**src/common/owd_pkg.sv**
```systemverilog
// Package for the cell open wire diagnostic block
package owd_pkg;

  localparam int unsigned CH_N        = 16;
  localparam int unsigned RATIO_W     = 10;
  localparam int unsigned CNT_W       = 8;
  localparam int unsigned ADDR_W      = 4;

  // Register offsets
  localparam logic [3:0] ADDR_CTRL    = 4'h0;
  localparam logic [3:0] ADDR_PERIOD  = 4'h1;
  localparam logic [3:0] ADDR_THRESH  = 4'h2;
  localparam logic [3:0] ADDR_MAX     = 4'h3;
  localparam logic [3:0] ADDR_LOWER   = 4'h4;
  localparam logic [3:0] ADDR_UPPER   = 4'h5;
  localparam logic [3:0] ADDR_FLAGS   = 4'h6;
  localparam logic [3:0] ADDR_ISTAT   = 4'h7;
  localparam logic [3:0] ADDR_ICLR    = 4'h8;
  localparam logic [3:0] ADDR_IEN     = 4'h9;
  localparam logic [3:0] ADDR_STATE   = 4'hA;

  // Control bit positions
  localparam int unsigned CTRL_DIS_BIT = 0;

  // Interrupt status bit positions
  localparam int unsigned IRQ_SET_BIT  = 0;
  localparam int unsigned IRQ_DONE_BIT = 1;
  localparam int unsigned IRQ_W        = 2;

  // Reset values
  localparam logic        RST_DISABLE  = 1'b0;
  localparam logic [31:0] RST_PERIOD   = 32'h1575_2A00;
  localparam logic [7:0]  RST_THRESH   = 8'h03;
  localparam logic [7:0]  RST_MAX      = 8'h0A;
  localparam logic [9:0]  RST_LOWER    = 10'h320;
  localparam logic [9:0]  RST_UPPER    = 10'h3CA;
  localparam logic [9:0]  RATIO_FULL   = 10'h3E8;

  typedef enum logic [1:0] {
    ST_IDLE = 2'b00,
    ST_RUN  = 2'b01
  } scan_state_t;

  // One measurement from the front end
  typedef struct packed {
    logic [3:0]         chan;
    logic [RATIO_W-1:0] ratio;
  } sample_t;

  // Register port request
  typedef struct packed {
    logic [ADDR_W-1:0] addr;
    logic [31:0]       wdata;
    logic              wr;
    logic              rd;
  } reg_req_t;

endpackage : owd_pkg

```
**src/rtl/cell_open_wire_diagnostic.sv**
```systemverilog
// Per-channel cell wiring diagnostic with register port and interrupt
//Contract
//RL1 - Scan installed channels only while out of lockout and with contactors closed.
//RL2 - Report wiring faults through one flag per cell.
//RL3 - A disable setting of 1 suppresses all fault reporting, default 0.
//RL4 - Start a full scan once per configurable period, default 360000000.
//RL5 - Run periodic scans only while the batteries are connected to the DC bus.
//RL6 - Set a cell flag only once its detection count reaches the threshold, default 3.
//RL7 - Each channel counter saturates at the configured maximum count.
//RL8 - One evaluation gathers samples over max-count measurement scan cycles.
//RL9 - Software keeps the maximum count no lower than the threshold, default 10.
//RL10 - A ratio below the lower bound, default 800 of 1000, is a detection.
//RL11 - A ratio above the upper bound, default 970 of 1000, is a detection.
//RL12 - A clean sample decrements the counter down to zero and the flag clears below threshold.
`timescale 1ns/1ns
`default_nettype none
module cell_open_wire_diagnostic
  import owd_pkg::*;
(
  // Clock and reset
  input  wire logic              clock_in,
  input  wire logic              sys_rst_in,
  // Register port
  input  wire reg_req_t          reg_req_in,
  output logic [31:0]            reg_rdata_out,
  // System state pins
  input  wire logic              lockout_in,
  input  wire logic              contactors_closed_in,
  input  wire logic              bus_connected_in,
  input  wire logic [CH_N-1:0]   chan_installed_in,
  // Measurement front end
  input  wire logic              meas_scan_done_in,
  input  wire logic              sample_valid_in,
  input  wire sample_t           sample_in,
  // Results
  output logic [CH_N-1:0]        open_wire_out,
  output logic                   scan_active_out,
  output logic                   irq_out
);

  // Synchronisers for pin inputs
  logic [2:0] pins_s1_q;
  logic [2:0] pins_s2_q;
  logic [CH_N-1:0] inst_s1_q;
  logic [CH_N-1:0] inst_s2_q;

  always_ff @(posedge clock_in)
  begin
    if (sys_rst_in)
    begin
      pins_s1_q <= 3'h0;
      pins_s2_q <= 3'h0;
      inst_s1_q <= '0;
      inst_s2_q <= '0;
    end
    else
    begin
      pins_s1_q <= {lockout_in, contactors_closed_in, bus_connected_in};
      pins_s2_q <= pins_s1_q;
      inst_s1_q <= chan_installed_in;
      inst_s2_q <= inst_s1_q;
    end
  end

  logic scan_allowed;
  assign scan_allowed = !pins_s2_q[2] && pins_s2_q[1] && pins_s2_q[0]; // [RL1] [RL5]

  // Configuration registers
  logic                disable_q;
  logic [31:0]         period_q;
  logic [CNT_W-1:0]    thresh_q;
  logic [CNT_W-1:0]    max_q;
  logic [RATIO_W-1:0]  lower_q;
  logic [RATIO_W-1:0]  upper_q;
  logic [IRQ_W-1:0]    ien_q;

  logic wr_ok;
  assign wr_ok = reg_req_in.wr;

  always_ff @(posedge clock_in)
  begin
    if (sys_rst_in)
    begin
      disable_q <= RST_DISABLE;
      period_q  <= RST_PERIOD;
      thresh_q  <= RST_THRESH;
      max_q     <= RST_MAX;
      lower_q   <= RST_LOWER;
      upper_q   <= RST_UPPER;
      ien_q     <= '0;
    end
    else if (wr_ok)
    begin
      case (reg_req_in.addr)
        ADDR_CTRL:   disable_q <= reg_req_in.wdata[CTRL_DIS_BIT];
        ADDR_PERIOD: period_q  <= reg_req_in.wdata;
        ADDR_THRESH: thresh_q  <= reg_req_in.wdata[CNT_W-1:0];
        ADDR_MAX:    max_q     <= reg_req_in.wdata[CNT_W-1:0];
        ADDR_LOWER:  lower_q   <= reg_req_in.wdata[RATIO_W-1:0];
        ADDR_UPPER:  upper_q   <= reg_req_in.wdata[RATIO_W-1:0];
        ADDR_IEN:    ien_q     <= reg_req_in.wdata[IRQ_W-1:0];
        default:     ;
      endcase
    end
  end

  // Period timer and scan sequencer
  scan_state_t      state_q;
  logic [31:0]      tick_q;
  logic [CNT_W-1:0] cycles_q;
  logic             scan_start;
  logic             scan_end;

  assign scan_start = (state_q == ST_IDLE) && scan_allowed && (tick_q >= period_q); // [RL4]
  assign scan_end   = (state_q == ST_RUN) && meas_scan_done_in
                      && (cycles_q + 8'h01 >= max_q); // [RL8]

  always_ff @(posedge clock_in)
  begin
    if (sys_rst_in)
    begin
      tick_q <= 32'h0000_0000;
    end
    else if (!scan_allowed || scan_start)
    begin
      tick_q <= 32'h0000_0000; // [RL5]
    end
    else if (tick_q < period_q)
    begin
      tick_q <= tick_q + 32'h0000_0001; // [RL4]
    end
  end

  always_ff @(posedge clock_in)
  begin
    if (sys_rst_in)
    begin
      state_q  <= ST_IDLE;
      cycles_q <= '0;
    end
    else
    begin
      case (state_q)
        ST_IDLE:
        begin
          cycles_q <= '0;
          if (scan_start)
          begin
            state_q <= ST_RUN;
          end
        end
        ST_RUN:
        begin
          if (!scan_allowed || scan_end)
          begin
            state_q <= ST_IDLE; // [RL1]
          end
          else if (meas_scan_done_in)
          begin
            cycles_q <= cycles_q + 8'h01; // [RL8]
          end
        end
        default: state_q <= ST_IDLE;
      endcase
    end
  end

  // Sample qualification
  logic sample_take;
  logic sample_bad;
  assign sample_take = (state_q == ST_RUN) && scan_allowed && sample_valid_in;
  assign sample_bad  = (sample_in.ratio < lower_q)   // [RL10]
                     || (sample_in.ratio > upper_q); // [RL11]

  // Per-channel counters and flags
  logic [CNT_W-1:0] cnt_q [CH_N];
  logic [CH_N-1:0]  flag_q;
  logic [CH_N-1:0]  flag_rise;

  genvar g;
  generate
    for (g = 0; g < CH_N; g++)
    begin : g_chan
      logic hit;
      logic [CNT_W-1:0] cnt_d;
      assign hit = sample_take && (sample_in.chan == 4'(g)) && inst_s2_q[g];

      always_comb
      begin
        cnt_d = cnt_q[g];
        if (hit && sample_bad)
        begin
          if (cnt_q[g] < max_q)
          begin
            cnt_d = cnt_q[g] + 8'h01; // [RL7]
          end
          else
          begin
            cnt_d = max_q; // [RL7]
          end
        end
        else if (hit && cnt_q[g] != 8'h00)
        begin
          cnt_d = cnt_q[g] - 8'h01; // [RL12]
        end
      end

      always_ff @(posedge clock_in)
      begin
        if (sys_rst_in)
        begin
          cnt_q[g]  <= '0;
          flag_q[g] <= 1'b0;
        end
        else
        begin
          cnt_q[g]  <= cnt_d;
          flag_q[g] <= (cnt_d >= thresh_q) && (thresh_q != 8'h00); // [RL6] [RL12]
        end
      end

      assign flag_rise[g] = (cnt_d >= thresh_q) && (thresh_q != 8'h00) && !flag_q[g];
    end
  endgenerate

  // Interrupt status, set wins over clear
  logic [IRQ_W-1:0] istat_q;
  logic [IRQ_W-1:0] ev;
  logic [IRQ_W-1:0] clr;
  assign ev[IRQ_SET_BIT]  = |flag_rise && !disable_q;
  assign ev[IRQ_DONE_BIT] = scan_end;
  assign clr = (wr_ok && reg_req_in.addr == ADDR_ICLR) ? reg_req_in.wdata[IRQ_W-1:0] : '0;

  always_ff @(posedge clock_in)
  begin
    if (sys_rst_in)
    begin
      istat_q <= '0;
    end
    else
    begin
      istat_q <= (istat_q & ~clr) | ev;
    end
  end

  // Outputs
  always_ff @(posedge clock_in)
  begin
    if (sys_rst_in)
    begin
      open_wire_out   <= '0;
      scan_active_out <= 1'b0;
      irq_out         <= 1'b0;
    end
    else
    begin
      open_wire_out   <= disable_q ? '0 : flag_q; // [RL2] [RL3]
      scan_active_out <= (state_q == ST_RUN);
      irq_out         <= |(((istat_q & ~clr) | ev) & ien_q);
    end
  end

  // Read data, one cycle after the strobe
  always_ff @(posedge clock_in)
  begin
    if (sys_rst_in)
    begin
      reg_rdata_out <= 32'h0000_0000;
    end
    else if (reg_req_in.rd)
    begin
      case (reg_req_in.addr)
        ADDR_CTRL:   reg_rdata_out <= {31'h0, disable_q};
        ADDR_PERIOD: reg_rdata_out <= period_q;
        ADDR_THRESH: reg_rdata_out <= {24'h00_0000, thresh_q};
        ADDR_MAX:    reg_rdata_out <= {24'h00_0000, max_q};
        ADDR_LOWER:  reg_rdata_out <= {22'h0, lower_q};
        ADDR_UPPER:  reg_rdata_out <= {22'h0, upper_q};
        ADDR_FLAGS:  reg_rdata_out <= {16'h0000, disable_q ? 16'h0000 : flag_q}; // [RL3]
        ADDR_ISTAT:  reg_rdata_out <= {30'h0, istat_q};
        ADDR_IEN:    reg_rdata_out <= {30'h0, ien_q};
        ADDR_STATE:  reg_rdata_out <= {22'h0, cycles_q, state_q};
        default:     reg_rdata_out <= 32'h0000_0000;
      endcase
    end
    else
    begin
      reg_rdata_out <= 32'h0000_0000;
    end
  end

endmodule : cell_open_wire_diagnostic
`default_nettype wire

```
**config.mk**
```make
export PLATFORM = sky130hd
export DESIGN_NAME = cell_open_wire_diagnostic
export DESIGN_NICKNAME = d
export VERILOG_FILES = /design/src/common/owd_pkg.sv /design/src/rtl/cell_open_wire_diagnostic.sv
export SDC_FILE = /design/constraint.sdc
export NUM_CORES = 1
export LEC_CHECK = 0
export BUFFER_PORTS_ARGS = -buffer_cell sky130_fd_sc_hd__buf_2
export CORE_MARGIN = 2
export CORE_UTILIZATION = 25
export DETAILED_ROUTE_END_ITERATION = 10
export GPL_TIMING_DRIVEN = 0
export PLACE_DENSITY = 0.36
export SYNTH_ARGS = -nofsm -noshare
export SYNTH_HDL_FRONTEND = slang
export SYNTH_SLANG_ARGS = --single-unit
```
**constraint.sdc**
```tcl
create_clock -name clock_in -period 6.1 [get_ports clock_in]
set_input_delay 0.61 -clock clock_in [delete_from_list [all_inputs] [get_ports clock_in]]
set_output_delay 0.61 -clock clock_in [all_outputs]
set_load 0.05 [all_outputs]
```
==> summary.md, run 1 <==
| Metric | Value |
|---|---|
| Total core area | approximately 100000 um^2 |
| PD cells | around 200 nW/um^2 |
| Syn_area_per_cell | 7.88 um^2 |
| # rows | around 120 |
| Grt ovf | 0 |
| Commonest cells after routing, fill and taps aside | ha_1 (349), dfxtp_1 (342), nor2_1 (325), nand2_1 (302), a21oi_1 (237) |
| Arrival @ worst endpoint | 6430 ps |
| Placed inst area | ~28000 um^2 |
| Critical Path End Type | flop |
| CTS tree | built |
| Critical Path RT | ~6600 ps |
| WL/cell | between 20 and 25 um |
| Comb power frac | between 5 and 6% |
| Pins Over Slew Limit | 0 |
| CP Max Fanout | 14 |
| Clk slew on worst S/H paths | approximately 60 ps |
| Final WL | roughly 120000 um |
| Net Count, Synth | between 3k and 4k |
| Worst-margin pin slew | 1450 ps |
| Initial Utilization | between 20% and 30% |
| Switch share | about a quarter |
| Largest stage delay on the critical path | roughly 480 ps |
| CTS Hold Bufs | 0 |
| Via count | roughly 25k |
| Startpoint types | flop |
| DRC Markers | 0 |
| Post-Syn Instances | around 3.3k |
| VDD IR max | approximately 170 uV |
| Fin nets | slightly below 4k |
| Hold/Removal Path Class | in -> reg |
| Yosys reg bits | ~350 |
| Die Wd | 325 um |
| Cell Count, Final, Fillers Out | a little under 5k |
| Max Root-Sink Buffers | 3 |
| Seq pwr share | 38.3% |
| Minimum clock period | a little under 6000 ps |
| Pleak | between 10 and 15 nW |
| Post-synthesis sequential area ratio | 26.8% |
| Fin Setup TNS | 0 ps |
| Most frequent cell on the critical path | nand2_1 |
| Pint | 4.40 mW |
| Largest net degree at the start of global routing | 27 |
| Final Hold Vio Count | 0 |
| HPWL reported at the end of detailed placement | ~86000 um |
| GPL Wtd Cong | 0.875 |
| Net Sw Power | 1.59 mW |
| Worst skew pair latency | approximately 640 ps |
| Antenna violations before repair | 16 |
| Die ar. | roughly 110000 um^2 |
| Setup violators final | 0 |
| GRT Util Overall | between 20 and 25% |
| Vias per cell | a little over 5 |
| Netlist cell types | 85 |
| Crit path max-delay cell type | o21ai_0 |
| Clock share of power | around 56% |
| Fin area | between 30000 and 40000 um^2 |
| First DRT Iteration DRCs | approximately 1.8k |
| Die Ht | 325 um |
| Final ANT Viol Nets | 0 |
| CTS Buf Count | 49 |
| Ratio of cells with drive above 1 in the final layout | under 10% |
| TritonCTS Sinks | about 350 |
| Crit Path Class | reg -> reg |
| Fin crit share | a little under 100% |
| Commonest non-fill, non-tap cell in the layout | ha_1 |
| Max Cap Viol | 0 |
| Drt pass-1 iters | 6 |
| Setup repair bufs after CTS | 0 |
| Post-Syn Area | ~26000 um^2 |
| Status | complete, no violations |
| Hold Slack | around 180 ps |
| Synth Warn # | 0 |
| First-pass GRT wire length | 171000 um |
| H-tree Lvls | 2 |
| IO Count | 125 |
| Vias in the first global route | ~24k |
| Skew final | 23.1 ps |
| Port-buffer cells | approximately 120 |
| Placed cells | 4773 |
| Critical path cell sequence | clkbuf_4, buf_4, inv_2, buf_12, ha_1, a21o_1, a21o_1, a21oi_1, o31a_1, clkbuf_1, clkbuf_1, nand2_1, o211ai_1, nand2_1, ha_1, nand2_1, o21ai_0, nand2_1, o221a_2, and3_1, o21ai_0 |
| PostCTS Resize Cnt | 39 |
| Total power | 6.00 mW |
| Slew headroom | roughly 3.6% |
| Area growth, synth to finish | 17.3% |
| Synth async-reset ratio | 0% |
| Synth Flop Type | dfxtp_1 |
| EDFF count, synth | 0 |
| Root Driver | clkbuf_16 |
| Fmax | about 0.17 GHz |
-- kinds of logic after synthesis --
kind of cell               share of synthesized area [%]
and+or+nand+nor                                     25.4
AOI/OAI and AO/OA                                   19.8
adders and majority gates                           16.9
DFF                                                 26.8
buffers and inverters                               4.27
xor gates and xnor gates                            3.90
muxes                                               2.97
-- cell usage after synthesis, types with 34 or more instances --
cell type | number | area [um^2]
a211oi_1 | 69 | 518
a21o_1 | 39 | 293
a21oi_1 | 245 | 1230
and2_1 | 100 | 626
and3_1 | 57 | 357
clkbuf_1 | 130 | 488
dfxtp_1 | 346 | 6930
ha_1 | 349 | 4370
inv_1 | 135 | 507
mux2i_1 | 71 | 711
nand2_1 | 303 | 1140
nand2b_1 | 47 | 294
nand3_1 | 129 | 646
nand4_1 | 37 | 231
nor2_1 | 327 | 1230
nor2b_1 | 64 | 400
nor3_1 | 79 | 395
nor4_1 | 43 | 269
o211ai_1 | 45 | 338
o21ai_0 | 128 | 641
or3_1 | 40 | 250
xnor2_1 | 81 | 709
xor2_1 | 34 | 298
-- metrics by stage --
stage                     util (%)  worst slack [ps]
final                         29.7               141
after global routing          29.6             -3.16
after CTS                     29.6              26.1
after detailed placement      27.7             -1980
after global placement        27.5             -3370
after floorplan                  -              1350
-- flip-flops by register name, indices dropped and copies added, names as in the netlist, 2 cells and up --
| signal | count |
|---|---|
| inst_s2_q | 16 |
| pins_s2_q | 3 |
| upper_q | 10 |
| open_wire_out | 16 |
| pins_s1_q | 3 |
| thresh_q | 8 |
| flag_q | 16 |
| inst_s1_q | 16 |
| lower_q | 10 |
| ien_q | 2 |
| max_q | 8 |
| reg_rdata_out | 32 |
| tick_q | 32 |
| istat_q | 2 |
| cnt_q | 128 |
| period_q | 32 |
| cycles_q | 8 |
-- routing by layer --
metal  global-route usage [%]  routed length, um  up-vias
met4                     6.96               3630        8
li1                         -                  -    12300
met3                     4.05               7110      152
met2                     33.2              50100      645
met1                     31.1              57400    11900
met5                        0                 53        -
-- power by group through the flow --
| stage | sequential (mW) | combinational (mW) | clock, mW |
|---|---|---|---|
| after floorplan | 2.34 | 0.147 | 0 |
| after global placement | 2.35 | 0.342 | 0 |
| after detailed placement | 2.35 | 0.344 | 0 |
| after CTS | 2.30 | 0.346 | 3.44 |
| after global routing | 2.30 | 0.372 | 3.52 |
| final | 2.30 | 0.349 | 3.35 |
-- path summary, 6_finish.rpt --
kind                            from  slack (ps)  cells after the start                       to
min             chan_installed_in[6]         180                      2  inst_s1_q[6]$_SDFF_PP0_
max            max_q[5]$_SDFFE_PP0P_         140                     21       irq_out$_SDFF_PP0_
min reg2reg  inst_s1_q[1]$_SDFF_PP0_         440                      1  inst_s2_q[1]$_SDFF_PP0_
max reg2reg    max_q[5]$_SDFFE_PP0P_         140                     21       irq_out$_SDFF_PP0_
-- area by class of cell --
class / count / area, um^2
inverter: 137 / 522
multi-input combinational: 2642 / 17900
timing repair buffer: 130 / 758
clock inverter: 37 / 572
buffer: 146 / 612
clock buffer: 55 / 1280
antenna: 7 / 17.5
fill: 11300 / 71900
tap: 1368 / 1710
sequential: 346 / 6930
-- worst max-delay path, delay by kind of cell (launching register included) --
family / cells / cell delay [ps]
AO/OA/AOI/OAI: 8 / 2060
buffers and inverters: 6 / 1950
AND/OR/NAND/NOR: 5 / 760
adder cells (fa/ha/maj): 2 / 640
flip-flops: 1 / 300
Power figures use the tool's default switching activity.
==> inputs of run 2 (changes only) <==
ABC_AREA = 1   (was not set)
CTS_BUF_LIST = sky130_fd_sc_hd__clkbuf_2 sky130_fd_sc_hd__clkbuf_4 sky130_fd_sc_hd__clkbuf_8   (was not set)
==> run 2 against run 1 <==
Compared with the run above: flip-flop and latch count stayed put; worst hold slack worse by 94 ps; die area is 5.3% higher; largest cell class unchanged; largest power group unchanged.
==> summary.md, run 2 <==
| Metric | Value |
|---|---|
| Status | complete, no violations |
| PD cells | 177 nW/um^2 (-11%) |
| Worst-margin pin slew | 1380 ps (-66.2 ps) |
| R2R cell count | 30 (+43%) |
| Post-Syn Instances | 4103 (+25%) |
| RSZ-0062 raised after global routing | no |
| Drt pass-1 iters | 5 (-1) |
| Synth area leaders | dfxtp_1 (25%), ha_1 (16%), nand2_1 (13%) |
| CTS Buf Count | 77 (+57%) |
| Die Ht | 334 um (+2.6%) |
| IO Count | 125 (unchanged) |
| Initial Utilization | 25.1% (-0.16 points) |
| DRC Markers | 0 (unchanged) |
| Final ANT Viol Nets | 0 (unchanged) |
| VDD IR max | 105 uV (-38%) |
| GPL Wtd Cong | 0.861 (-1.6%) |
| Synth Warn # | 0 (unchanged) |
| Fmax | 0.183 GHz (+9.2%) |
| Fin nets | 4738 (+22%) |
| Arrival @ worst endpoint | 6050 ps (-380 ps) |
| Reg2reg start | max_q[1]$_SDFFE_PP1P_ |
| Total core area | 108000 um^2 (+6.1%) |
| Grt ovf | 0 (unchanged) |
| Port-buffer cells | 124 (+2.5%) |
| Area growth, synth to finish | 15.6% |
| Fillers | 12.3k (+8.7%) |
| TritonCTS Sinks | 346 (unchanged) |
| Clk slew on worst S/H paths | 60 ps (about the same) |
| Skew final | 41.6 ps (+18.5 ps) |
| Netlist cell types | 56 (-34%) |
| PostCTS Resize Cnt | 0 (-100%) |
| Synth cell count leaders | nand2_1 (928), inv_1 (623), nor2_1 (440) |
| Antenna violations before repair | 10 (-6) |
| Net Count, Synth | 4527 (+22%) |
| Via count | 26.6k (+6.7%) |
| HPWL reported at the end of detailed placement | 85100 um (-1.2%) |
| H-tree Lvls | 3 (+1) |
| WL/cell | 19.8 um (-19%) |
| Syn_area_per_cell | 6.64 um^2 (-16%) |
| Largest stage delay on the critical path | 620 ps (+140 ps) |
| Post-Syn Area | 27200 um^2 (+5.4%) |
| Critical Path RT | 6690 ps (+120 ps) |
| Hold/Removal Path Class | in -> reg |
| Total power | 5.57 mW (-7.1%) |
| Setup violators final | 0 (unchanged) |
| GRT Util Overall | 20.5% (-1.4 points) |
| Synth Flop Type | dfxtp_1 |
| Post-synthesis sequential area ratio | 25.4% (-1.4 points) |
| First-pass GRT wire length | 170000 um (-0.47%) |
| CTS Hold Bufs | 0 (unchanged) |
| Reg2Reg Setup Slack | 640 ps (+500 ps) |
| Minimum clock period | 5460 ps (-501 ps) |
| CTS tree | built |
| Worst skew pair latency | 750 ps (+110 ps) |
| Max Cap Viol | 0 (unchanged) |
| Commonest non-fill, non-tap cell in the layout | nand2_1 |
| Die Wd | 334 um (+2.6%) |
| Post-synth top area cell | dfxtp_1 |
| Commonest cells after routing, fill and taps aside | nand2_1 (928), inv_1 (615), nor2_1 (440), ha_1 (349), dfxtp_1 (345) |
| CP Max Fanout | 17 (+3) |
| Critical Path End Type | flop |
| Hold path depth | 3 (+1) |
| Vias per cell | 4.60 (-10%) |
| Startpoint types | flop |
| EDFF count, synth | 0 (unchanged) |
| Post-synth top area share | 25.4% (-1.4 points) |
| Hold endpoint | pins_s1_q[2]$_SDFF_PP0_ |
| Setup repair bufs after CTS | 0 (unchanged) |
| Final Core Density | 29.0% (-0.63 points) |
| HP Start | lockout_in |
| Synth async-reset ratio | 0% (unchanged) |
| Largest net degree at the start of global routing | 27 (unchanged) |
| Most frequent cell on the critical path | nand2_1 |
| Die ar. | 112000 um^2 (+5.3%) |
| Ratio of cells with drive above 1 in the final layout | 8.95% (-0.24 points) |
| Pleak | 16.0 nW (+26%) |
| Max reg flops | 128 (unchanged) |
| Worst flop-to-flop path endpoint | irq_out$_SDFF_PP0_ |
| Final Hold Vio Count | 0 (unchanged) |
| Yosys reg bits | 346 (unchanged) |
| Slew headroom | 8.06% (+4.4 points) |
| Pins Over Slew Limit | 0 (unchanged) |
| First DRT Iteration DRCs | 1799 (-1.7%) |
| Root Driver | clkbuf_8 |
| Crit path max-delay cell type | inv_1 |
| Top-count cell post-synth | nand2_1 |
| Vias in the first global route | 26.3k (+8.5%) |
| Largest Register | cnt_q |
| # rows | 121 (+3.4%) |
| Crit Path Class | reg -> reg |
| Final WL | 115000 um (-3.1%) |
| Fin crit share | 89.5% (-8.2 points) |
| Max Root-Sink Buffers | 3 (unchanged) |
==> run 2: cell types whose count changed in the layout (fill, tap and decap cells not counted), sizes merged, moves of 56 or more <==
cell,previous run,this run
nand2,304,941
inv,138,635
o21ai,136,310
nor2,327,457
xor2,34,162
and2,100,10
mux2i,71,0
a211oi,70,2
nor2b,64,0
nand3,129,192
and3,57,1
xnor2,81,25
==> run 2: power by group <==
group	switching, mW	total [mW]	internal [mW]
combinational	0.276	0.361	0.0847
clock	1.28	2.91	1.63
sequential	0.0155	2.30	2.29
==> run 2: worst max-delay path: cells and delay by family, from the launching register on <==
family | cells | cell delay [ps]
DFF | 1 | 370
and+or+nand+nor | 17 | 1580
buffers and inverters | 5 | 1790
adders and majority gates | 2 | 550
AOI/OAI and AO/OA | 6 | 960
==> run 2: kinds of logic after synthesis <==
kind of cell               Yosys count  share of synthesized area [%]
and+or+nand+nor                   1835                           29.4
adders and majority gates          349                           16.0
DFF                                346                           25.4
AOI/OAI and AO/OA                  639                           12.6
xor gates and xnor gates           187                           6.02
buffers and inverters              747                           10.5
==> run 2: area by class of cell <==
| type | instances | area [um^2] | share of cell area, % |
|---|---|---|---|
| Antenna cell | 6 | 15.0 | 0.0477 |
| Multi-Input combinational cell | 3010 | 17400 | 55.4 |
| Tap cell | 1414 | 1770 | 5.62 |
| Sequential cell | 346 | 6930 | 22.0 |
| Buffer | 111 | 479 | 1.52 |
| Clock inverter | 24 | 245 | 0.779 |
| Timing Repair Buffer | 132 | 791 | 2.51 |
| Inverter | 636 | 2390 | 7.59 |
| Clock buffer | 112 | 1410 | 4.48 |
==> run 2: metal layers <==
layer | vias up | global-route usage [%] | share of wire, %
met3 | 129 | 2.78 | 4.0
li1 | 13700 | - | -
met2 | 538 | 32.8 | 44
met1 | 12300 | 28.9 | 50
met4 | 2 | 4.82 | 2.1
met5 | - | 0 | 0.0061
==> run 2: worst max-delay path by stage <==
stage | start | endpoint | slack, ps | cells after the start
2_1_floorplan | max_q[7]$_SDFFE_PP0P_ | irq_out$_SDFF_PP0_ | 2310 | 26
3_3_place_gp | max_q[1]$_SDFFE_PP1P_ | irq_out$_SDFF_PP0_ | -1040 | 27
6_report | max_q[1]$_SDFFE_PP1P_ | irq_out$_SDFF_PP0_ | 640 | 30
5_1_grt | max_q[1]$_SDFFE_PP1P_ | irq_out$_SDFF_PP0_ | 80 | 28
4_1_cts | max_q[2]$_SDFFE_PP0P_ | irq_out$_SDFF_PP0_ | 510 | 28
3_5_place_dp | max_q[2]$_SDFFE_PP0P_ | irq_out$_SDFF_PP0_ | 570 | 28
==> run 2: metrics by stage <==
stage	setup slack (ps)	TNS [ps]	instance area [um^2]	instances	hold WS (ps)
after floorplan	2310	0	27200	4103	388
after global placement	-1040	-3620	29600	5641	391
after detailed placement	568	0	29800	5649	394
after CTS	512	0	31500	5785	19.4
after global routing	83.7	0	31500	5788	51.0
final	642	0	31500	5791	88.9
